**src/rtl/incu_pkg.sv**
```systemverilog
// shared constants and carriers for the increment execution unit
package incu_pkg;

   // machine cycle length in core clocks and per-form cycle counts
   localparam int INCU_MCYC_CLKS = 12;
   localparam int INCU_MCYC_BYTE = 1;
   localparam int INCU_MCYC_DATA_POINTER = 2;

   // opcode encodings
   localparam logic [7:0] INCU_OP_ACC = 8'h04;
   localparam logic [7:0] INCU_OP_DIR = 8'h05;
   localparam logic [6:0] INCU_OP_IND_HI = 7'h03;
   localparam logic [4:0] INCU_OP_RN_HI = 5'h01;
   localparam logic [7:0] INCU_OP_DATA_POINTER = 8'hA3;

   // direct address space: below this is internal ram, above are special registers
   localparam logic [7:0] INCU_SFR_BASE = 8'h80;
   localparam logic [7:0] INCU_ADR_ACC = 8'hE0;
   localparam logic [7:0] INCU_ADR_DPL = 8'h82;
   localparam logic [7:0] INCU_ADR_DPH = 8'h83;
   localparam logic [7:0] INCU_ADR_PORT0 = 8'h80;
   localparam logic [7:0] INCU_ADR_PORT1 = 8'h90;
   localparam logic [7:0] INCU_ADR_PORT2 = 8'hA0;
   localparam logic [7:0] INCU_ADR_PORT3 = 8'hB0;

   // reset values
   localparam logic [7:0] INCU_RST_BYTE = 8'h00;
   localparam logic [7:0] INCU_RST_PORT = 8'hFF;

   typedef enum logic [2:0] {
      K_NONE, K_ACC, K_RN, K_DIR, K_IND, K_DATA_POINTER
   } incu_kind_e;

   // instruction handed over by the core: opcode, second byte, register bank
   typedef struct packed {
      logic [7:0] opcode;
      logic [7:0] operand;
      logic [1:0] bank;
   } incu_cmd_s;

   // architectural state held by the unit
   typedef struct packed {
      logic [7:0] acc;
      logic [7:0] pointer_high_byte;
      logic [7:0] pointer_low_byte;
      logic [3:0][7:0] port_latch;
   } incu_arch_s;

   // opcode decode, shared by the sequencer and its checks
   function automatic incu_kind_e incu_decode(input logic [7:0] op);
      if (op == INCU_OP_ACC) return K_ACC;
      if (op == INCU_OP_DIR) return K_DIR;
      if (op == INCU_OP_DATA_POINTER) return K_DATA_POINTER;
      if (op[7:1] == INCU_OP_IND_HI) return K_IND;
      if (op[7:3] == INCU_OP_RN_HI) return K_RN;
      return K_NONE;
   endfunction

endpackage

```
**src/rtl/incu_ram.sv**
```systemverilog
`timescale 1ns/1ps
// internal data ram: one write port, one registered read port
module incu_ram #(
   parameter int AW = 8,
   parameter int DW = 8
) (
   // clock and reset
   input wire logic clk_i,
   input wire logic rst_n_i,
   // write port
   input wire logic we_i,
   input wire logic [AW-1:0] waddr_i,
   input wire logic [DW-1:0] wdata_i,
   // read port
   input wire logic [AW-1:0] raddr_i,
   output logic [DW-1:0] rdata_o
);
   logic [DW-1:0] mem [2**AW];

   // array is not reset; contents are undefined until written
   always_ff @(posedge clk_i) begin
      if (we_i) begin
         mem[waddr_i] <= wdata_i;
      end
   end

   // read is old-data on a same-address write
   always_ff @(posedge clk_i or negedge rst_n_i) begin
      if (!rst_n_i) begin
         rdata_o <= '0;
      end else begin
         rdata_o <= mem[raddr_i];
      end
   end
endmodule // incu_ram

```
**src/rtl/incu_unit.sv**
```systemverilog
// Function
// RULE1: byte forms add one, one machine cycle
// RULE2: byte wraps 0FFH to 00H, flags untouched
// RULE3: port operand read from latch, written back
// RULE4: opcode 00001rrr increments bank working register
// RULE5: opcode 00000101 plus direct address byte
// RULE6: opcode 0000011i increments ram via pointer register
// RULE7: data pointer adds one modulo 65536
// RULE8: low byte wrap carries into high byte
// RULE9: only the data pointer increments as 16-bit
// RULE10: data pointer form: one byte, two cycles
// RULE11: accumulator 0x04, data pointer 0xA3
`timescale 1ns/1ps
module incu_unit #(
   parameter int MCYC_CLKS = incu_pkg::INCU_MCYC_CLKS
) (
   // clock and reset
   input wire logic CLK_I,
   input wire logic RST_N_I,
   // instruction issue
   input wire logic CMD_VALID_I,
   input incu_pkg::incu_cmd_s CMD_I,
   output logic CMD_READY_O,
   output logic DONE_O,
   output logic REJECT_O,
   // preload and observation while idle
   input wire logic LD_VALID_I,
   input wire logic [7:0] LD_ADDR_I,
   input wire logic [7:0] LD_DATA_I,
   input wire logic [7:0] PEEK_ADDR_I,
   output logic [7:0] PEEK_DATA_O,
   output incu_pkg::incu_arch_s ARCH_O
);
   import incu_pkg::*;

   typedef enum logic {S_IDLE, S_EXEC} incu_state_e;

   localparam logic [7:0] LAST_BYTE = 8'(INCU_MCYC_BYTE * MCYC_CLKS - 1);
   localparam logic [7:0] LAST_DATA_POINTER = 8'(INCU_MCYC_DATA_POINTER * MCYC_CLKS - 1);
   localparam logic [7:0] STEP_PTR = 8'h01;
   localparam logic [7:0] STEP_WB = 8'h02;

   ////////////////////////////////////////////////////////////////////////////
   // special register access by direct address
   function automatic logic [7:0] sfr_read(input incu_arch_s a, input logic [7:0] adr);
      unique case (adr)
         INCU_ADR_ACC: return a.acc;
         INCU_ADR_DPL: return a.pointer_low_byte;
         INCU_ADR_DPH: return a.pointer_high_byte;
         INCU_ADR_PORT0: return a.port_latch[0];
         INCU_ADR_PORT1: return a.port_latch[1];
         INCU_ADR_PORT2: return a.port_latch[2];
         INCU_ADR_PORT3: return a.port_latch[3];
         default: return INCU_RST_BYTE;
      endcase
   endfunction

   function automatic incu_arch_s sfr_write(input incu_arch_s a, input logic [7:0] adr,
                                            input logic [7:0] d);
      incu_arch_s r;
      r = a;
      unique case (adr)
         INCU_ADR_ACC: r.acc = d;
         INCU_ADR_DPL: r.pointer_low_byte = d;
         INCU_ADR_DPH: r.pointer_high_byte = d;
         INCU_ADR_PORT0: r.port_latch[0] = d;
         INCU_ADR_PORT1: r.port_latch[1] = d;
         INCU_ADR_PORT2: r.port_latch[2] = d;
         INCU_ADR_PORT3: r.port_latch[3] = d;
         default: r = a;
      endcase
      return r;
   endfunction

   ////////////////////////////////////////////////////////////////////////////
   // state
   incu_state_e state_reg, state_next;
   incu_kind_e kind_reg, kind_next;
   incu_cmd_s cmd_reg, cmd_next;
   incu_arch_s arch_reg, arch_next;
   logic [7:0] cnt_reg, cnt_next;
   logic [7:0] last_reg, last_next;
   logic [7:0] tgt_reg, tgt_next;
   logic ready_reg, ready_next;
   logic done_reg, done_next;
   logic reject_reg, reject_next;
   logic mem_we;
   logic [7:0] mem_waddr, mem_wdata, mem_raddr, mem_rdata;
   logic [7:0] fixed_addr, old_val;
   logic [15:0] data_pointer_inc;

   incu_ram #(.AW(8), .DW(8)) u_ram (
      .clk_i(CLK_I),
      .rst_n_i(RST_N_I),
      .we_i(mem_we),
      .waddr_i(mem_waddr),
      .wdata_i(mem_wdata),
      .raddr_i(mem_raddr),
      .rdata_o(mem_rdata)
   );

   // first ram address of each form; working and pointer registers sit in the bank
   always_comb begin
      unique case (kind_reg)
         K_RN: fixed_addr = {3'h0, cmd_reg.bank, cmd_reg.opcode[2:0]}; // RULE4
         K_IND: fixed_addr = {3'h0, cmd_reg.bank, 2'h0, cmd_reg.opcode[0]}; // RULE6
         default: fixed_addr = cmd_reg.operand; // RULE5
      endcase
   end

   // read address: peek while idle, pointer then target while executing
   always_comb begin
      if (state_reg == S_IDLE) begin
         mem_raddr = PEEK_ADDR_I;
      end else if (cnt_reg == STEP_PTR && kind_reg == K_IND) begin
         mem_raddr = mem_rdata; // RULE6
      end else begin
         mem_raddr = fixed_addr;
      end
   end

   // starting value; ports come from the output latch, never the pins
   always_comb begin
      unique case (kind_reg)
         K_ACC: old_val = arch_reg.acc;
         K_DIR: old_val = (cmd_reg.operand >= INCU_SFR_BASE) ?
                          sfr_read(arch_reg, cmd_reg.operand) : mem_rdata; // RULE3
         default: old_val = mem_rdata;
      endcase
   end

   // 16-bit add so a low-byte wrap carries straight into the high byte
   assign data_pointer_inc = {arch_reg.pointer_high_byte, arch_reg.pointer_low_byte} + 16'h0001; // RULE7 RULE8

   ////////////////////////////////////////////////////////////////////////////
   // sequencer next state
   always_comb begin
      state_next = state_reg;
      kind_next = kind_reg;
      cmd_next = cmd_reg;
      arch_next = arch_reg;
      cnt_next = cnt_reg;
      last_next = last_reg;
      tgt_next = tgt_reg;
      ready_next = ready_reg;
      done_next = 1'b0;
      reject_next = 1'b0;
      mem_we = 1'b0;
      mem_waddr = LD_ADDR_I;
      mem_wdata = LD_DATA_I;
      unique case (state_reg)
         S_IDLE: begin
            if (CMD_VALID_I) begin
               if (incu_decode(CMD_I.opcode) == K_NONE) begin
                  reject_next = 1'b1; // RULE9
               end else begin
                  kind_next = incu_decode(CMD_I.opcode); // RULE11
                  cmd_next = CMD_I;
                  cnt_next = '0;
                  last_next = (incu_decode(CMD_I.opcode) == K_DATA_POINTER) ?
                              LAST_DATA_POINTER : LAST_BYTE; // RULE1 RULE10
                  state_next = S_EXEC;
                  ready_next = 1'b0;
               end
            end else if (LD_VALID_I) begin
               if (LD_ADDR_I >= INCU_SFR_BASE) begin
                  arch_next = sfr_write(arch_reg, LD_ADDR_I, LD_DATA_I);
               end else begin
                  mem_we = 1'b1;
               end
            end
         end
         S_EXEC: begin
            cnt_next = cnt_reg + 8'h01;
            if (cnt_reg == STEP_PTR) begin
               tgt_next = mem_raddr;
            end
            // write back; byte add wraps in 8 bits and no flag is touched
            if (cnt_reg == STEP_WB) begin
               mem_waddr = tgt_reg;
               mem_wdata = old_val + 8'h01; // RULE2
               unique case (kind_reg)
                  K_ACC: arch_next.acc = mem_wdata; // RULE1
                  K_RN, K_IND: mem_we = 1'b1; // RULE1
                  K_DIR: begin
                     if (cmd_reg.operand >= INCU_SFR_BASE) begin
                        arch_next = sfr_write(arch_reg, cmd_reg.operand, mem_wdata); // RULE3
                     end else begin
                        mem_we = 1'b1;
                     end
                  end
                  K_DATA_POINTER: begin
                     arch_next.pointer_high_byte = data_pointer_inc[15:8]; // RULE8
                     arch_next.pointer_low_byte = data_pointer_inc[7:0]; // RULE7
                  end
                  default: mem_we = 1'b0;
               endcase
            end
            if (cnt_reg == last_reg) begin
               state_next = S_IDLE;
               ready_next = 1'b1;
               done_next = 1'b1;
            end
         end
      endcase
   end

   // sequencer registers
   always_ff @(posedge CLK_I or negedge RST_N_I) begin
      if (!RST_N_I) begin
         state_reg <= S_IDLE;
         kind_reg <= K_NONE;
         cmd_reg <= '0;
         arch_reg <= '{acc: INCU_RST_BYTE, pointer_high_byte: INCU_RST_BYTE,
                       pointer_low_byte: INCU_RST_BYTE,
                       port_latch: {4{INCU_RST_PORT}}};
         cnt_reg <= '0;
         last_reg <= '0;
         tgt_reg <= '0;
         ready_reg <= 1'b1;
         done_reg <= 1'b0;
         reject_reg <= 1'b0;
      end else begin
         state_reg <= state_next;
         kind_reg <= kind_next;
         cmd_reg <= cmd_next;
         arch_reg <= arch_next;
         cnt_reg <= cnt_next;
         last_reg <= last_next;
         tgt_reg <= tgt_next;
         ready_reg <= ready_next;
         done_reg <= done_next;
         reject_reg <= reject_next;
      end
   end

   assign CMD_READY_O = ready_reg;
   assign DONE_O = done_reg;
   assign REJECT_O = reject_reg;
   assign PEEK_DATA_O = mem_rdata;
   assign ARCH_O = arch_reg;

   ////////////////////////////////////////////////////////////////////////////
   // checks: snapshot at accept, latency counter
   incu_arch_s snap_reg;
   logic [7:0] lat_reg;
   logic [7:0] ptr_seen_reg;
   logic accept;
   assign accept = state_reg == S_IDLE && CMD_VALID_I && incu_decode(CMD_I.opcode) != K_NONE;

   always_ff @(posedge CLK_I or negedge RST_N_I) begin
      if (!RST_N_I) begin
         snap_reg <= '0;
         lat_reg <= '0;
         ptr_seen_reg <= '0;
      end else begin
         if (accept) begin
            snap_reg <= arch_reg;
         end
         lat_reg <= (state_reg == S_EXEC) ? lat_reg + 8'h01 : 8'h00;
         if (state_reg == S_EXEC && cnt_reg == STEP_PTR) begin
            ptr_seen_reg <= mem_rdata;
         end
      end
   end
endmodule // incu_unit

```
**config.mk**
```make
export PLATFORM = sky130hd
export DESIGN_NAME = incu_unit
export DESIGN_NICKNAME = d
export VERILOG_FILES = /design/src/rtl/incu_pkg.sv /design/src/rtl/incu_ram.sv /design/src/rtl/incu_unit.sv
export SDC_FILE = /design/constraint.sdc
export NUM_CORES = 2
export LEC_CHECK = 0
export BUFFER_PORTS_ARGS = -buffer_cell sky130_fd_sc_hd__buf_2
export CORE_ASPECT_RATIO = 1.75
export CORE_MARGIN = 3
export CORE_UTILIZATION = 35
export DETAILED_ROUTE_END_ITERATION = 16
export PLACE_DENSITY = 0.5
export SLEW_MARGIN = 20
export SYNTH_ARGS = -nofsm -noshare
export SYNTH_HDL_FRONTEND = slang
export SYNTH_SLANG_ARGS = --single-unit
export TNS_END_PERCENT = 1
```
**constraint.sdc**
```tcl
create_clock -name CLK_I -period 15.5 [get_ports CLK_I]
set_input_delay 3.1 -clock CLK_I [delete_from_list [all_inputs] [get_ports CLK_I]]
set_output_delay 3.1 -clock CLK_I [all_outputs]
set_load 0.005 [all_outputs]
```
* Word level (Yosys, flattened, before mapping)
Memory sizes are Yosys's and may differ from the RTL's. A register that Yosys moved wholly into a read port is not among the register bits.
Cells that the tools add are included.
** Word-level totals
- Register bits after elaboration :: 100
- Latch bits :: 0
- Memory bits (writable) :: 2048
- ROM bits :: 0
- Input port bits :: 46
- Output and inout port bits :: 67
- Word-level logic and storage cells :: 233
- Memories :: 1
** Memory list
- u_ram.mem :: words 256, bits a word 8, rd ports 1, clocked after memory_dff 1, wr ports 1, RTL line incu_ram.sv:18 : logic [DW-1:0] mem [2**AW];
** Operators by class
- $add $sub $neg :: 3
- Multiply operators :: 0
- Div/mod/pow operators :: 0
- Magnitude comparators :: 2
- Equal/unequal tests :: 54
- Shift operators :: 0
- Mux-type cells :: 138
- Bitwise operators :: 2
- Reduce and logical (&&, ||, !) cells :: 15
** Operators with widths (count)
- two-way mux 56 bit :: 5
- two-way mux 8 bit :: 23
- equality test 8 bit (second input constant) :: 15
- one-hot mux 56 bit (2 select lines) :: 1
- two-way mux 3 bit :: 29
- two-way mux 1 bit :: 68
- one-hot mux 8 bit (2 select lines) :: 4
- one-hot mux 8 bit (7 select lines) :: 1
- AND reduction 8 bit :: 7
- two-way mux 32 bit :: 1
- one-hot mux 16 bit (2 select lines) :: 1
- inequality test 2 x 1 -> 1 bit (second input constant) :: 15
- adder 16 x 1 -> 16 bit (second input constant) :: 1
- adder 8 x 1 -> 8 bit (second input constant) :: 2
- equality test 8 x 3 -> 1 bit (second input constant) :: 2
- >= comparator 8 bit (second input constant) :: 2
- inequality test 2 bit (second input constant) :: 5
- equality test 3 bit (second input constant) :: 3
- inequality test 3 x 2 -> 1 bit (second input constant) :: 3
- equality test 8 x 1 -> 1 bit (second input constant) :: 1
- equality test 8 x 2 -> 1 bit (second input constant) :: 1
- equality test 8 bit :: 1
- one-hot mux 1 bit (2 select lines) :: 4
- equality test 7 x 2 -> 1 bit (second input constant) :: 1
- 13 further kinds :: 18

* Logic depth before layout (Yosys ltp)
- Depth in word-level cells :: 65
- Gate-level depth with buffers :: 17
- Mapped depth without buffers :: 12

* Hierarchy
Synthesis repeated with hierarchy kept, for this count alone.
** Second synthesis, totals
- Cells, all modules :: 4465
- Area total of the unflattened synthesis :: 86071.3 um^2
** By module, submodules not included
- incu_ram :: times used 1, cells each 3795, area each 80038.0 um^2, seq. area each 61699.2 um^2
- incu_unit :: times used 1, cells each 670, area each 6033.3 um^2, seq. area each 2418.6 um^2

* Worst setup path before layout
No wires, ideal clock.
- Path kind :: flip-flop to flip-flop
- Start :: reg cnt_reg[5]
- End :: mem u_ram.mem[0][0] (data pin)
- Setup time :: 2189 ps
- Arrival :: 11713 ps
- Required time :: 13311 ps
- Slack :: 1598 ps
- Stages on the path, launching flop included :: 8
- Path buffers :: 3
- Clock period less this slack :: 13902 ps
- Cells stage by stage :: dfrtp_1 or3_1 clkbuf_1 nor3_1 nand4b_1 clkbuf_1 clkbuf_1 o21ai_0
** On the way
- Word-level cells in the longest chain between the ends :: 3
** Ends and longest elaborated chain
- start, declared :: RTL line incu_unit.sv:81 : logic [7:0] cnt_reg, cnt_next;
- start signal, assigned :: RTL line incu_unit.sv:228 : cnt_reg <= cnt_next;
- equality test 8 x 2 -> 1 bit :: RTL line incu_unit.sv:179 : if (cnt_reg == STEP_WB) begin
- two-way mux 8 bit :: RTL line incu_unit.sv:179
- two-way mux 8 bit :: RTL line incu_unit.sv:151 : unique case (state_reg)
- via mem_wdata[0] :: RTL line incu_unit.sv:88 : logic [7:0] mem_waddr, mem_wdata, mem_raddr, mem_rdata;
- end, declared :: RTL line incu_ram.sv:18
The timed path passes the listed nets, and every way through them passes these cells.

* Final worst setup path
- Start :: in PEEK_ADDR_I[0]
- End :: reg u_ram.rdata_o[7], read port of u_ram.mem
** On the way
- Word-level cells in the longest chain between the ends :: 1
** Ends and longest elaborated chain
- start, declared :: RTL line incu_unit.sv:30 : input wire logic [7:0] PEEK_ADDR_I,
- two-way mux 8 bit :: RTL line incu_unit.sv:113 : if (state_reg == S_IDLE) begin
- end, declared :: RTL line incu_ram.sv:16 : output logic [DW-1:0] rdata_o
No other way between the ends.
A chain may end at the register's enable or synchronous reset.

==> impl_metrics.yaml <==
worst_setup_path:
  r2r_setup_slack_ps: 8080
  cp.required_ps: 16270
  crit_path_end_kind: "flop"
  ff2ff_path_depth: 13
  path_class: "primary input to flop"
  worst-endpoint-arrival_ps: 8860
  cp_max_fo: 120
  critPathLaunchType: "primary input"
clock_network:
  post_cts_buffers: 0
  clkTransAtPathRegs_ps: 70
  ctsHoldBuffers: 0
  insertion_delay_ps: 860
  cts_buffers: 197
  clockBufferDepth: 4
  cts.sinks: 2151
  root_buffer: "clkbuf_16"
  cts_resized: 0
  htree_levels: 4
  cts_tree: "yes"
sta:
  rsz0062_at_grt: "false"
  setup_viol: 0
  layout_min_cycle_time_ps: 8100
  fin_crit_sh: 0.522
  worst_pin_slew_ps: 1180
  tns_ps: 0
  fin_skew_ps: 63.6
  maxSlewHeadroom: 0.208
  fmax_mhz: 124
  finalHoldViolations: 0
  drv_slew: 0
job:
  maxCapViolations: 0
grt:
  grt_pass1_wl_um: 426000
  antenna_found_initial: 7
  first_global_vias: 57892
  grt_max_degree: 173
  grt_overflow: 0
  grt.total_usage: 0.223
drt:
  via_per_inst: 5.64
  wire_per_inst_um: 28.8
  drc_errors: 0
  wirelength_um: 298000
  drt_iter0_markers: 5401
  ant_nets: 0
  drt-pass1-iter-count: 11
  vias: 58439
synth:
  synth_seq_cells: 2151
  ys_types: 93
  synth_warnings: 0
  postSynthCellCount: 6948
  yosys.area.top_type: "edfxtp_1"
  synth_enable_flop_cells: 2048
  ys_async_sr_fraction: 0.0479
  synth_seq_area_share: 0.721
  synth_top_area_share: 0.692
  synth_flop_cell: "edfxtp_1"
  avgSynthCellArea_um2: 12.8
  netlist_area_mm2: 0.0889
  synth_area_leaders: "edfxtp_1, nand2_1, nand3_1, a21oi_1, dfrtp_1"
  synth_fp_nets: 6999
worst_hold_path:
  hold_path.class: "flop to flop"
  hold-path-cell-count: 2
run_status:
  status: "finished clean"
die:
  ios: 113
  core_area_mm2: 0.252
  rows: 244
  die_area_mm2: 0.260
  die_w_um: 387
  fp.dieH_um: 673
  start_util: 0.352
power_and_ir_drop:
  power_density_mw_per_mm2: 197
  ir_drop_mv: 0.178
  leakage_nw: 32.8
  p_total_mw: 19.4
finish:
  largest_reg_flops: 2048
  drive_gt1_frac: 0.0924
  layout_common_cells: "edfxtp_1, nand2_1, nand3_1, a21oi_1, nor2_1"
  areaGrowthSynthToFinish_pct: 11.2
  fillers: 23596
  layout_commonest_cell: "edfxtp_1"
  finalNetCount: 6945
placement:
  gp_congestion: 0.904
  io_buffers: 112
  dp_hpwl_um: 184000
==> metal layers <==
metal,track usage,part of all wire
met1,0.252,0.37
met4,0.143,0.074
met5,0,0
met2,0.396,0.51
met3,0.0277,0.051
==> stage by stage <==
step | setup slack [ps] | cell area, um^2 | hold slack [ps] | utilization | std cells
after floorplan | 1600 | 88900 | 450 | - | 6948
after global placement | 6250 | 92600 | 466 | 0.367 | 10009
after detailed placement | 6620 | 92700 | 475 | 0.367 | 10016
after CTS | 7540 | 98900 | 491 | 0.392 | 10359
after global routing | 7450 | 98900 | 517 | 0.392 | 10360
final | 7400 | 98900 | 492 | 0.392 | 10365
==> area by class of cell <==
| cell class | instances | area (um^2) | area share |
|---|---|---|---|
| clock buffer | 251 | 5270 | 0.0533 |
| sequential | 2151 | 64100 | 0.649 |
| tap | 3321 | 4160 | 0.0420 |
| antenna | 6 | 15.0 | 0.000152 |
| timing repair buffer | 248 | 1710 | 0.0173 |
| clock inverter | 92 | 865 | 0.00874 |
| inverter | 26 | 97.6 | 0.000987 |
| multi-input combinational | 4270 | 22600 | 0.229 |
==> worst max-delay path: stages <==
cell and delay [ps]:
buf_2 410, a2bb2oi_4 80, buf_4 230, buf_12 210, nand2_8 730, buf_4 910, a211oi_1 180, a211oi_1 630
o21ai_0 310, a31oi_1 920, nand3_1 390, a31oi_1 280
==> cell families after synthesis <==
logic type               share of synthesized area
AND/OR/NAND/NOR                              0.142
flip-flops                                   0.721
AO/OA/AOI/OAI                               0.0932
XOR/XNOR                                   0.00168
adder cells (fa/ha/maj)                   0.000704
multiplexers                                0.0140
buffers and inverters                       0.0275
==> synth_stat cells, types with 45 or more instances <==
library cell / count
a211oi_1: 195
a21oi_1: 362
a221oi_1: 55
a22oi_1: 62
a31oi_1: 215
and3_1: 195
buf_2: 115
clkbuf_1: 290
dfrtp_1: 70
edfxtp_1: 2048
mux2i_1: 69
nand2_1: 1614
nand3_1: 537
nor2_1: 320
o21ai_0: 126
o22ai_1: 61
or4_1: 45
==> final timing paths <==
path,from,end
setup / recovery,PEEK_ADDR_I[0],u_ram.rdata_o[7]$_DFF_PN0_
max in group asynchronous,RST_N_I,ARCH_O[48]$_DFFE_PN0P_
min in group asynchronous,RST_N_I,cmd_reg[7]$_DFFE_PN0P_
hold / removal,tgt_reg[0]$_DFFE_PN0P_,tgt_reg[0]$_DFFE_PN0P_
hold reg to reg,tgt_reg[0]$_DFFE_PN0P_,tgt_reg[0]$_DFFE_PN0P_
setup reg to reg,kind_reg[2]$_DFFE_PN0P_,u_ram.rdata_o[7]$_DFF_PN0_
==> power by group <==
part / total (mW) / internal [mW] / switching [mW]
Combinational: 7.66 / 1.96 / 5.70
Sequential: 6.95 / 6.76 / 0.195
Clock: 4.84 / 2.67 / 2.17
Note: power is estimated with default switching activity, not from simulation.
